File: config.mk
export PLATFORM = sky130hd
export DESIGN_NAME = prcb_bank
export DESIGN_NICKNAME = d
export VERILOG_FILES = /design/src/prcb_pkg.sv /design/src/prcb_bank.sv /design/src/prcb_reg_file.sv
export VERILOG_INCLUDE_DIRS = /design/src
export SDC_FILE = /design/constraint.sdc
export NUM_CORES = 1
export LEC_CHECK = 0
export ABC_AREA = 1
export BUFFER_PORTS_ARGS = -buffer_cell sky130_fd_sc_hd__buf_2
export CAP_MARGIN = 20
export CORE_ASPECT_RATIO = 1.25
export CORE_MARGIN = 2
export CORE_UTILIZATION = 35
export CTS_BUF_LIST = sky130_fd_sc_hd__clkbuf_4
export CTS_CLUSTER_SIZE = 40
export DETAILED_ROUTE_END_ITERATION = 6
export GPL_ROUTABILITY_DRIVEN = 0
export PLACE_DENSITY_LB_ADDON = 0.2
export SLEW_MARGIN = 0
export SYNTH_ARGS = -nofsm -noshare
export SYNTH_HDL_FRONTEND = slang
export SYNTH_SLANG_ARGS = --single-unit
File: constraint.sdc
create_clock -name MCLK -period 2.19 [get_ports MCLK]
set_input_delay 0.438 -clock MCLK [delete_from_list [all_inputs] [get_ports MCLK]]
set_output_delay 0.438 -clock MCLK [all_outputs]
set_load 0.1 [all_outputs]
File: src/prcb_params.svh
// constants of the pll ratio configuration bank
// assumes an 8-bit register port with byte addresses
// Functional notes
// - the 4-bit pre-divider code n (0 to 14) divides the reference by n plus one.
// - in clock auto-set mode all ratio fields are ignored and the block supplies its own settings.
// - the 6-bit integer multiplier is plain binary 1 to 63 and resets to 8.
// - the upper six fraction bits sit in bits 5 to 0 of one register, the whole fraction encoding 0 to 9999.
// - the lower eight fraction bits sit in a full byte register that resets to zero.
// - the ratio is integer plus four-digit decimal fraction times the final multiplier, zero fraction giving an integer ratio.
// - the 4-bit final multiplier decodes as code plus one, 1 to 16, reset code zero meaning 1.
`ifndef PRCB_PARAMS_SVH
`define PRCB_PARAMS_SVH
`define PRCB_OFS_PRE_DIV    8'h14
`define PRCB_OFS_INT_MUL    8'h15
`define PRCB_OFS_FRAC_HI    8'h16
`define PRCB_OFS_FRAC_LO    8'h17
`define PRCB_OFS_FIN_MUL    8'h18
`define PRCB_RST_PRE_DIV    4'h0
`define PRCB_RST_INT_MUL    6'h08
`define PRCB_RST_FRAC_HI    6'h00
`define PRCB_RST_FRAC_LO    8'h00
`define PRCB_RST_FIN_MUL    4'h0
`define PRCB_FRAC_MAX       14'h270F
`define PRCB_AUTO_PRE_DIV   4'h0
`define PRCB_AUTO_INT_MUL   6'h08
`define PRCB_AUTO_FRAC      14'h0000
`define PRCB_AUTO_FIN_MUL   4'h0
`endif

File: src/prcb_pkg.sv
// types of the pll ratio configuration bank
// assumes prcb_params.svh is not needed for types
package prcb_pkg;
	typedef enum logic [0:0] {
		PRCB_MANUAL = 1'b0,
		PRCB_AUTO   = 1'b1
	} prcb_mode_t;
	typedef logic [7:0] prcb_byte_t;
endpackage

File: src/prcb_bank.sv
// pll ratio configuration bank: registers plus effective ratio outputs
// assumes a synchronous 8-bit register port on MCLK; auto-set from same clock domain
`timescale 1ns/100ps
`include "prcb_params.svh"
module prcb_bank
	import prcb_pkg::*;
(
	input  wire logic       MCLK,
	input  wire logic       NRST,
	input  wire logic       CLK_EN,
	input  wire logic       REG_WR,
	input  wire logic       REG_RD,
	input  wire prcb_byte_t REG_ADDR,
	input  wire prcb_byte_t REG_WDATA,
	input  wire logic       AUTO_SET,
	output prcb_byte_t      REG_RDATA,
	output logic [3:0]      PLL_PRE_DIV,
	output logic [4:0]      PLL_DIV_FACTOR,
	output logic [5:0]      PLL_INT_MUL,
	output logic [13:0]     PLL_FRAC,
	output logic [4:0]      PLL_FIN_MUL,
	output logic            PLL_FRAC_ZERO,
	output logic            PLL_CFG_BAD
);
	logic [3:0]  pre_div;
	logic [5:0]  int_mul;
	logic [13:0] frac;
	logic [3:0]  fin_mul;
	prcb_mode_t  mode;

	logic [3:0]  pre_ff, nxt_pre;
	logic [4:0]  divf_ff, nxt_divf;
	logic [5:0]  imul_ff, nxt_imul;
	logic [13:0] frac_ff, nxt_frac;
	logic [4:0]  fmul_ff, nxt_fmul;
	logic        fz_ff, nxt_fz;
	logic        bad_ff, nxt_bad;

	function automatic logic [4:0] plus_one(input logic [3:0] code);
		plus_one = {1'b0, code} + 5'h01;
	endfunction

	prcb_reg_file u_regs (
		.clk     (MCLK),
		.rst_n   (NRST),
		.ce      (CLK_EN),
		.wr_en   (REG_WR),
		.rd_en   (REG_RD),
		.addr    (REG_ADDR),
		.wdata   (REG_WDATA),
		.rdata   (REG_RDATA),
		.pre_div (pre_div),
		.int_mul (int_mul),
		.frac    (frac),
		.fin_mul (fin_mul)
	);

	// ----------------------------------------
	// effective ratio selection
	// ----------------------------------------
	always_comb begin
		mode = AUTO_SET ? PRCB_AUTO : PRCB_MANUAL;
		case (mode)
			PRCB_AUTO: begin
				nxt_pre  = `PRCB_AUTO_PRE_DIV;
				nxt_imul = `PRCB_AUTO_INT_MUL;
				nxt_frac = `PRCB_AUTO_FRAC;
				nxt_fmul = plus_one(`PRCB_AUTO_FIN_MUL);
				nxt_bad  = 1'b0;
			end
			PRCB_MANUAL: begin
				nxt_pre  = pre_div;
				nxt_imul = int_mul;
				nxt_frac = frac;
				nxt_fmul = plus_one(fin_mul);
				// forbidden codes flagged, not corrected
				nxt_bad  = (pre_div == 4'hF) || (int_mul == 6'h00) || (frac > `PRCB_FRAC_MAX);
			end
			default: begin
				nxt_pre  = pre_div;
				nxt_imul = int_mul;
				nxt_frac = frac;
				nxt_fmul = plus_one(fin_mul);
				nxt_bad  = 1'b0;
			end
		endcase
		nxt_divf = plus_one(nxt_pre);
		nxt_fz   = (nxt_frac == 14'h0000);
	end

	always_ff @(posedge MCLK) begin
		if (!NRST) begin
			pre_ff  <= `PRCB_RST_PRE_DIV;
			divf_ff <= 5'h01;
			imul_ff <= `PRCB_RST_INT_MUL;
			frac_ff <= 14'h0000;
			fmul_ff <= 5'h01;
			fz_ff   <= 1'b1;
			bad_ff  <= 1'b0;
		end else if (CLK_EN) begin
			pre_ff  <= nxt_pre;
			divf_ff <= nxt_divf;
			imul_ff <= nxt_imul;
			frac_ff <= nxt_frac;
			fmul_ff <= nxt_fmul;
			fz_ff   <= nxt_fz;
			bad_ff  <= nxt_bad;
		end
	end

	assign PLL_PRE_DIV    = pre_ff;
	assign PLL_DIV_FACTOR = divf_ff;
	assign PLL_INT_MUL    = imul_ff;
	assign PLL_FRAC       = frac_ff;
	assign PLL_FIN_MUL    = fmul_ff;
	assign PLL_FRAC_ZERO  = fz_ff;
	assign PLL_CFG_BAD    = bad_ff;

	// ----------------------------------------
	// checks
	// ----------------------------------------
	a_div_plus_one: assert property (@(posedge MCLK) disable iff (!NRST)
		CLK_EN && !AUTO_SET |=> PLL_PRE_DIV == $past(pre_div)
			&& PLL_DIV_FACTOR == {1'b0, $past(pre_div)} + 5'h01)
		else $error("divide factor not code plus one");
	a_auto_ignores: assert property (@(posedge MCLK) disable iff (!NRST)
		CLK_EN && AUTO_SET |=> PLL_PRE_DIV == `PRCB_AUTO_PRE_DIV && PLL_DIV_FACTOR == 5'h01
			&& PLL_INT_MUL == `PRCB_AUTO_INT_MUL && PLL_FRAC == `PRCB_AUTO_FRAC
			&& PLL_FIN_MUL == 5'h01 && !PLL_CFG_BAD)
		else $error("auto mode did not override fields");
	a_manual_follows: assert property (@(posedge MCLK) disable iff (!NRST)
		CLK_EN && !AUTO_SET |=> PLL_FRAC == $past(frac) && PLL_INT_MUL == $past(int_mul))
		else $error("manual ratio not taken from registers");
	a_fin_mul_decode: assert property (@(posedge MCLK) disable iff (!NRST)
		CLK_EN && !AUTO_SET |=> PLL_FIN_MUL == {1'b0, $past(fin_mul)} + 5'h01)
		else $error("final multiplier decode wrong");
	a_frac_zero_flag: assert property (@(posedge MCLK) disable iff (!NRST)
		PLL_FRAC_ZERO == (PLL_FRAC == 14'h0000))
		else $error("zero fraction flag mismatch");
	a_int_reset: assert property (@(posedge MCLK) !NRST |=> PLL_INT_MUL == 6'h08 && PLL_FIN_MUL == 5'h01)
		else $error("ratio outputs reset wrong");
	a_cfg_flag: assert property (@(posedge MCLK) disable iff (!NRST)
		CLK_EN && !AUTO_SET |=> PLL_CFG_BAD == ($past(pre_div) == 4'hF || $past(int_mul) == 6'h00
			|| $past(frac) > `PRCB_FRAC_MAX))
		else $error("forbidden setting flag wrong");
	a_freeze_hold: assert property (@(posedge MCLK) disable iff (!NRST)
		!CLK_EN |=> $stable(PLL_PRE_DIV) && $stable(PLL_INT_MUL) && $stable(PLL_FRAC)
			&& $stable(PLL_FIN_MUL) && $stable(PLL_CFG_BAD) && $stable(REG_RDATA))
		else $error("state moved while clock enable low");
	a_rdata_hold: assert property (@(posedge MCLK) disable iff (!NRST)
		!(CLK_EN && REG_RD) |=> $stable(REG_RDATA))
		else $error("read data changed without a read");
	a_read_int: assert property (@(posedge MCLK) disable iff (!NRST)
		CLK_EN && REG_RD && REG_ADDR == `PRCB_OFS_INT_MUL |=> REG_RDATA == {2'h0, $past(int_mul)})
		else $error("integer multiplier read back wrong");

	// ----------------------------------------
	// scenario covers
	// ----------------------------------------
	c_auto_entry: cover property (@(posedge MCLK) !AUTO_SET ##1 AUTO_SET);
	c_bad_cfg: cover property (@(posedge MCLK) PLL_CFG_BAD);
	c_max_fin: cover property (@(posedge MCLK) PLL_FIN_MUL == 5'h10);
	c_frac_limit: cover property (@(posedge MCLK) PLL_FRAC == `PRCB_FRAC_MAX && !PLL_CFG_BAD);
	c_frozen: cover property (@(posedge MCLK) NRST && !CLK_EN);
endmodule // prcb_bank

File: src/prcb_reg_file.sv
// five-entry register memory of the ratio bank with registered read data
// assumes single-cycle write strobe and read strobe on one clock
`timescale 1ns/100ps
`include "prcb_params.svh"
module prcb_reg_file
	import prcb_pkg::*;
(
	input  wire logic       clk,
	input  wire logic       rst_n,
	input  wire logic       ce,
	input  wire logic       wr_en,
	input  wire logic       rd_en,
	input  wire prcb_byte_t addr,
	input  wire prcb_byte_t wdata,
	output prcb_byte_t      rdata,
	output logic [3:0]      pre_div,
	output logic [5:0]      int_mul,
	output logic [13:0]     frac,
	output logic [3:0]      fin_mul
);
	logic [3:0] pre_div_ff, nxt_pre_div;
	logic [5:0] int_mul_ff, nxt_int_mul;
	logic [5:0] frac_hi_ff, nxt_frac_hi;
	prcb_byte_t frac_lo_ff, nxt_frac_lo;
	logic [3:0] fin_mul_ff, nxt_fin_mul;
	prcb_byte_t rdata_ff, nxt_rdata;

	// ----------------------------------------
	// write decode and read mux
	// ----------------------------------------
	always_comb begin
		nxt_pre_div = pre_div_ff;
		nxt_int_mul = int_mul_ff;
		nxt_frac_hi = frac_hi_ff;
		nxt_frac_lo = frac_lo_ff;
		nxt_fin_mul = fin_mul_ff;
		nxt_rdata   = rdata_ff;
		if (wr_en) begin
			case (addr)
				`PRCB_OFS_PRE_DIV: nxt_pre_div = wdata[3:0];
				`PRCB_OFS_INT_MUL: nxt_int_mul = wdata[5:0];
				`PRCB_OFS_FRAC_HI: nxt_frac_hi = wdata[5:0];
				`PRCB_OFS_FRAC_LO: nxt_frac_lo = wdata;
				`PRCB_OFS_FIN_MUL: nxt_fin_mul = wdata[3:0];
				default: ;
			endcase
		end
		if (rd_en) begin
			case (addr)
				`PRCB_OFS_PRE_DIV: nxt_rdata = {4'h0, pre_div_ff};
				`PRCB_OFS_INT_MUL: nxt_rdata = {2'h0, int_mul_ff};
				`PRCB_OFS_FRAC_HI: nxt_rdata = {2'h0, frac_hi_ff};
				`PRCB_OFS_FRAC_LO: nxt_rdata = frac_lo_ff;
				`PRCB_OFS_FIN_MUL: nxt_rdata = {4'h0, fin_mul_ff};
				default:           nxt_rdata = 8'h00;
			endcase
		end
	end

	always_ff @(posedge clk) begin
		if (!rst_n) begin
			pre_div_ff <= `PRCB_RST_PRE_DIV;
			int_mul_ff <= `PRCB_RST_INT_MUL;
			frac_hi_ff <= `PRCB_RST_FRAC_HI;
			frac_lo_ff <= `PRCB_RST_FRAC_LO;
			fin_mul_ff <= `PRCB_RST_FIN_MUL;
			rdata_ff   <= 8'h00;
		end else if (ce) begin
			pre_div_ff <= nxt_pre_div;
			int_mul_ff <= nxt_int_mul;
			frac_hi_ff <= nxt_frac_hi;
			frac_lo_ff <= nxt_frac_lo;
			fin_mul_ff <= nxt_fin_mul;
			rdata_ff   <= nxt_rdata;
		end
	end

	assign rdata   = rdata_ff;
	assign pre_div = pre_div_ff;
	assign int_mul = int_mul_ff;
	assign frac    = {frac_hi_ff, frac_lo_ff};
	assign fin_mul = fin_mul_ff;

	a_int_reset_value: assert property (@(posedge clk) !rst_n |=> int_mul_ff == 6'h08)
		else $error("integer multiplier reset value wrong");
	a_frac_lo_write: assert property (@(posedge clk) disable iff (!rst_n)
		ce && wr_en && addr == `PRCB_OFS_FRAC_LO |=> frac_lo_ff == $past(wdata))
		else $error("fraction low byte not written");
endmodule // prcb_reg_file

==> qor.txt <==
status = finished, final reports clean
Final setup viols = 0
Net Sw Frac = 0.274
IO Pins = 66
Root Driver = clkbuf_4
crit-path cells = buf_2
# diodes = 0
die width = 89.9 µm
Worst-Margin Slew = 0.537 ns
Clk pwr share = 0.413
utilization after layout = 0.423
most common library cell in the layout ignoring fill and taps = nand2_1
Buffers on Ports = 65
vias in the first global route = 2,866
Cells after Synth = 420
FMAX = 0.594 GHz
row count = 39
crit start category = register
Psw = 789 µW
Layout Nets = 504
clock tree from TritonCTS = done
syn_nets = 444
Residual DRC = 0
routed len/inst = 13.6 µm
Crit-path slowest cell = buf_2
CTS resizes = 0
remaining global-route overflow = 0
critical path class = reg2out
initial antenna violation count = 0
Worst-Skew Late Latency = 0.43 ns
final setup TNS = 0 ns
CP required = 1.75 ns
Post-CTS Setup Inserts = 0
vias = 2,918
largest net degree at the start of global routing = 47
Design Power = 2880 µW
pins over their slew limit = 0
Finished Layout Cells = 608
Seq cells post-synth = 72
Crit path arrival time = 1.24 ns
reg2reg setup slack = 0.97 ns
RSZ-0062 raised after global routing = no
Max-Cap Viols = 0
crit end category = primary output
clk buf depth = 2
Post-DRT Antenna Nets = 0
hold crit path type = in2reg
Final Hold Viols = 0
Initial Utilization = 0.356
final WL = 8270 µm
Synth top area share = 0.447
Total Die Area = 0.0100 mm²
Die Span Y = 111 µm
Vias/cell = 4.80
CP top delay family = buffers and inverters
share of layout cells above drive strength 1 = 0.241
Period minus WS final = 1.68 ns
critical-path maximum fanout = 2
Clock Skew = 0.0172 ns
per-instance average area after synthesis = 7.69 µm²
Place WS = 0.281 ns
iteration-0 DRC count of the detailed router = 127
Total GRT Usage = 0.173
Worst Path Buf+Inv = 1
setup ws final = 0.507 ns
core area = 0.00908 mm²
Pre-antenna DRT Iters = 4
Worst VDD drop = 0.270 mV
synth top area cells = dfxtp_1 45%, a21oi_1 9.1%, nand2_1 8.7%, o21ai_0 5.0%, nor2_1 4.2%
placed cell count = 592
mapped cell area = 0.00323 mm²
power per cell area = 750 mW/mm²
P_int = 2090 µW
Worst-path clk slew = 0.13 ns
Logic pwr share = 0.121
Layout area overhead = 18.9%
HPWL Detailed = 6120 µm
yosys warns = 0
clock sinks = 72
post-cts hold buffer count = 0
LEAKAGE = 0.00162 µW
sequential power share = 0.466
first-pass GRT wire length = 13,900 µm
number of distinct library cells after synthesis = 35
relative slew slack = 0.641
fillers = 994
sequential-to-total area share from yosys stat = 0.447
final worst-path cycle share = 0.768
total CTS buffers = 9
H-Tree Depth = 3
CP max stage delay = 0.44 ns
Yosys top cell by area = dfxtp_1
most frequent cells in the layout = 75 x nand2_1, 72 x dfxtp_1, 65 x buf_2
[final timing paths]
path / from / to / cells past startpoint
worst max-delay path: PLL_FIN_MUL[0]$_SDFFE_PN1P_ / PLL_FIN_MUL[0] / 1
worst min-delay path: REG_WDATA[6] / u_regs.frac_lo_ff[6]$_SDFFE_PN0P_ / 3
worst max register to register: u_regs.pre_div[1]$_SDFFE_PN0P_ / PLL_DIV_FACTOR[4]$_SDFFE_PN0P_ / 6
worst min register to register: PLL_PRE_DIV[0]$_SDFFE_PN0P_ / PLL_PRE_DIV[0]$_SDFFE_PN0P_ / 2
[registers in the layout, summed over array words and instances (netlist names)]
register,flops
PLL_FRAC,14
u_regs.frac_lo_ff,8
u_regs.rdata,8
PLL_INT_MUL,6
u_regs.frac_hi_ff,6
u_regs.int_mul,6
PLL_DIV_FACTOR,5
PLL_FIN_MUL,5
PLL_PRE_DIV,4
u_regs.fin_mul,4
u_regs.pre_div,4
PLL_CFG_BAD,1
PLL_FRAC_ZERO,1
[logic make-up after synthesis]
kind of cell    count (synthesis)  synth area share
flops                          72             0.447
simple gates                  161             0.257
xor+xnor                        1           0.00271
fa+ha+maj                       2           0.00775
compound gates                122             0.197
buf+inv                        62            0.0891
[routing by layer]
layer	GRT usage	part of all wire	vias to the layer above
met5	0	0	-
met4	0.0646	0.011	0
met3	0.0359	0.032	6
met2	0.306	0.53	42
met1	0.208	0.43	1351
li1	-	-	1519
[power groups by stage]
stage	logic (µW)	registers [µW]	clock network (µW)
after global placement	348	1370	0
after global routing	373	1350	1270
after detailed placement	350	1370	0
final	348	1340	1190
after floorplan	120	1520	0
after CTS	351	1340	1220
[synth_stat cells]
cell type	instances
clkbuf_1	9
dfxtp_1	72
nand3_4	2
o22ai_1	2
nor3_1	2
nor3b_1	1
nor2_8	3
buf_12	1
a21o_1	1
nand4_1	5
buf_1	1
nand3_2	11
a21oi_1	59
nor2_1	36
o21ai_1	22
buf_2	7
inv_2	4
inv_1	35
nand2_1	75
nand3_1	19
ha_1	2
clkinv_1	1
a31oi_1	1
buf_4	1
buf_6	2
nand2_2	2
xor2_1	1
nor2_2	1
buf_8	1
o211a_1	1
o21ai_0	32
nand2_4	1
o31ai_1	1
a21oi_2	3
nor2_4	3
[final cells by class]
class,instances,area [µm²],area share
Multi-Input combinational cell,286,1500,0.390
Sequential cell,72,1440,0.375
Timing Repair Buffer,71,383,0.0997
Tap cell,123,154,0.0401
Inverter,40,150,0.0391
Clock inverter,7,144,0.0375
Clock buffer,9,67.6,0.0176
[metrics by stage]
| stage | cell area, µm² | hold WS [ns] |
|---|---|---|
| 3_5_place_dp | 3630 | 0.453 |
| 4_1_cts | 3840 | 0.220 |
| 2_1_floorplan | 3230 | 0.453 |
| 6_report | 3840 | 0.247 |
| 5_1_grt | 3840 | 0.245 |
| 3_3_place_gp | 3630 | 0.454 |
[worst reg2reg max path, delay by kind of cell (launching register included)]
family          cells  cell delay (ns)
simple gates        3             0.41
flops               1             0.39
fa+ha+maj           1             0.20
buf+inv             1             0.09
compound gates      1             0.06
(Power assumes the default switching activity.)
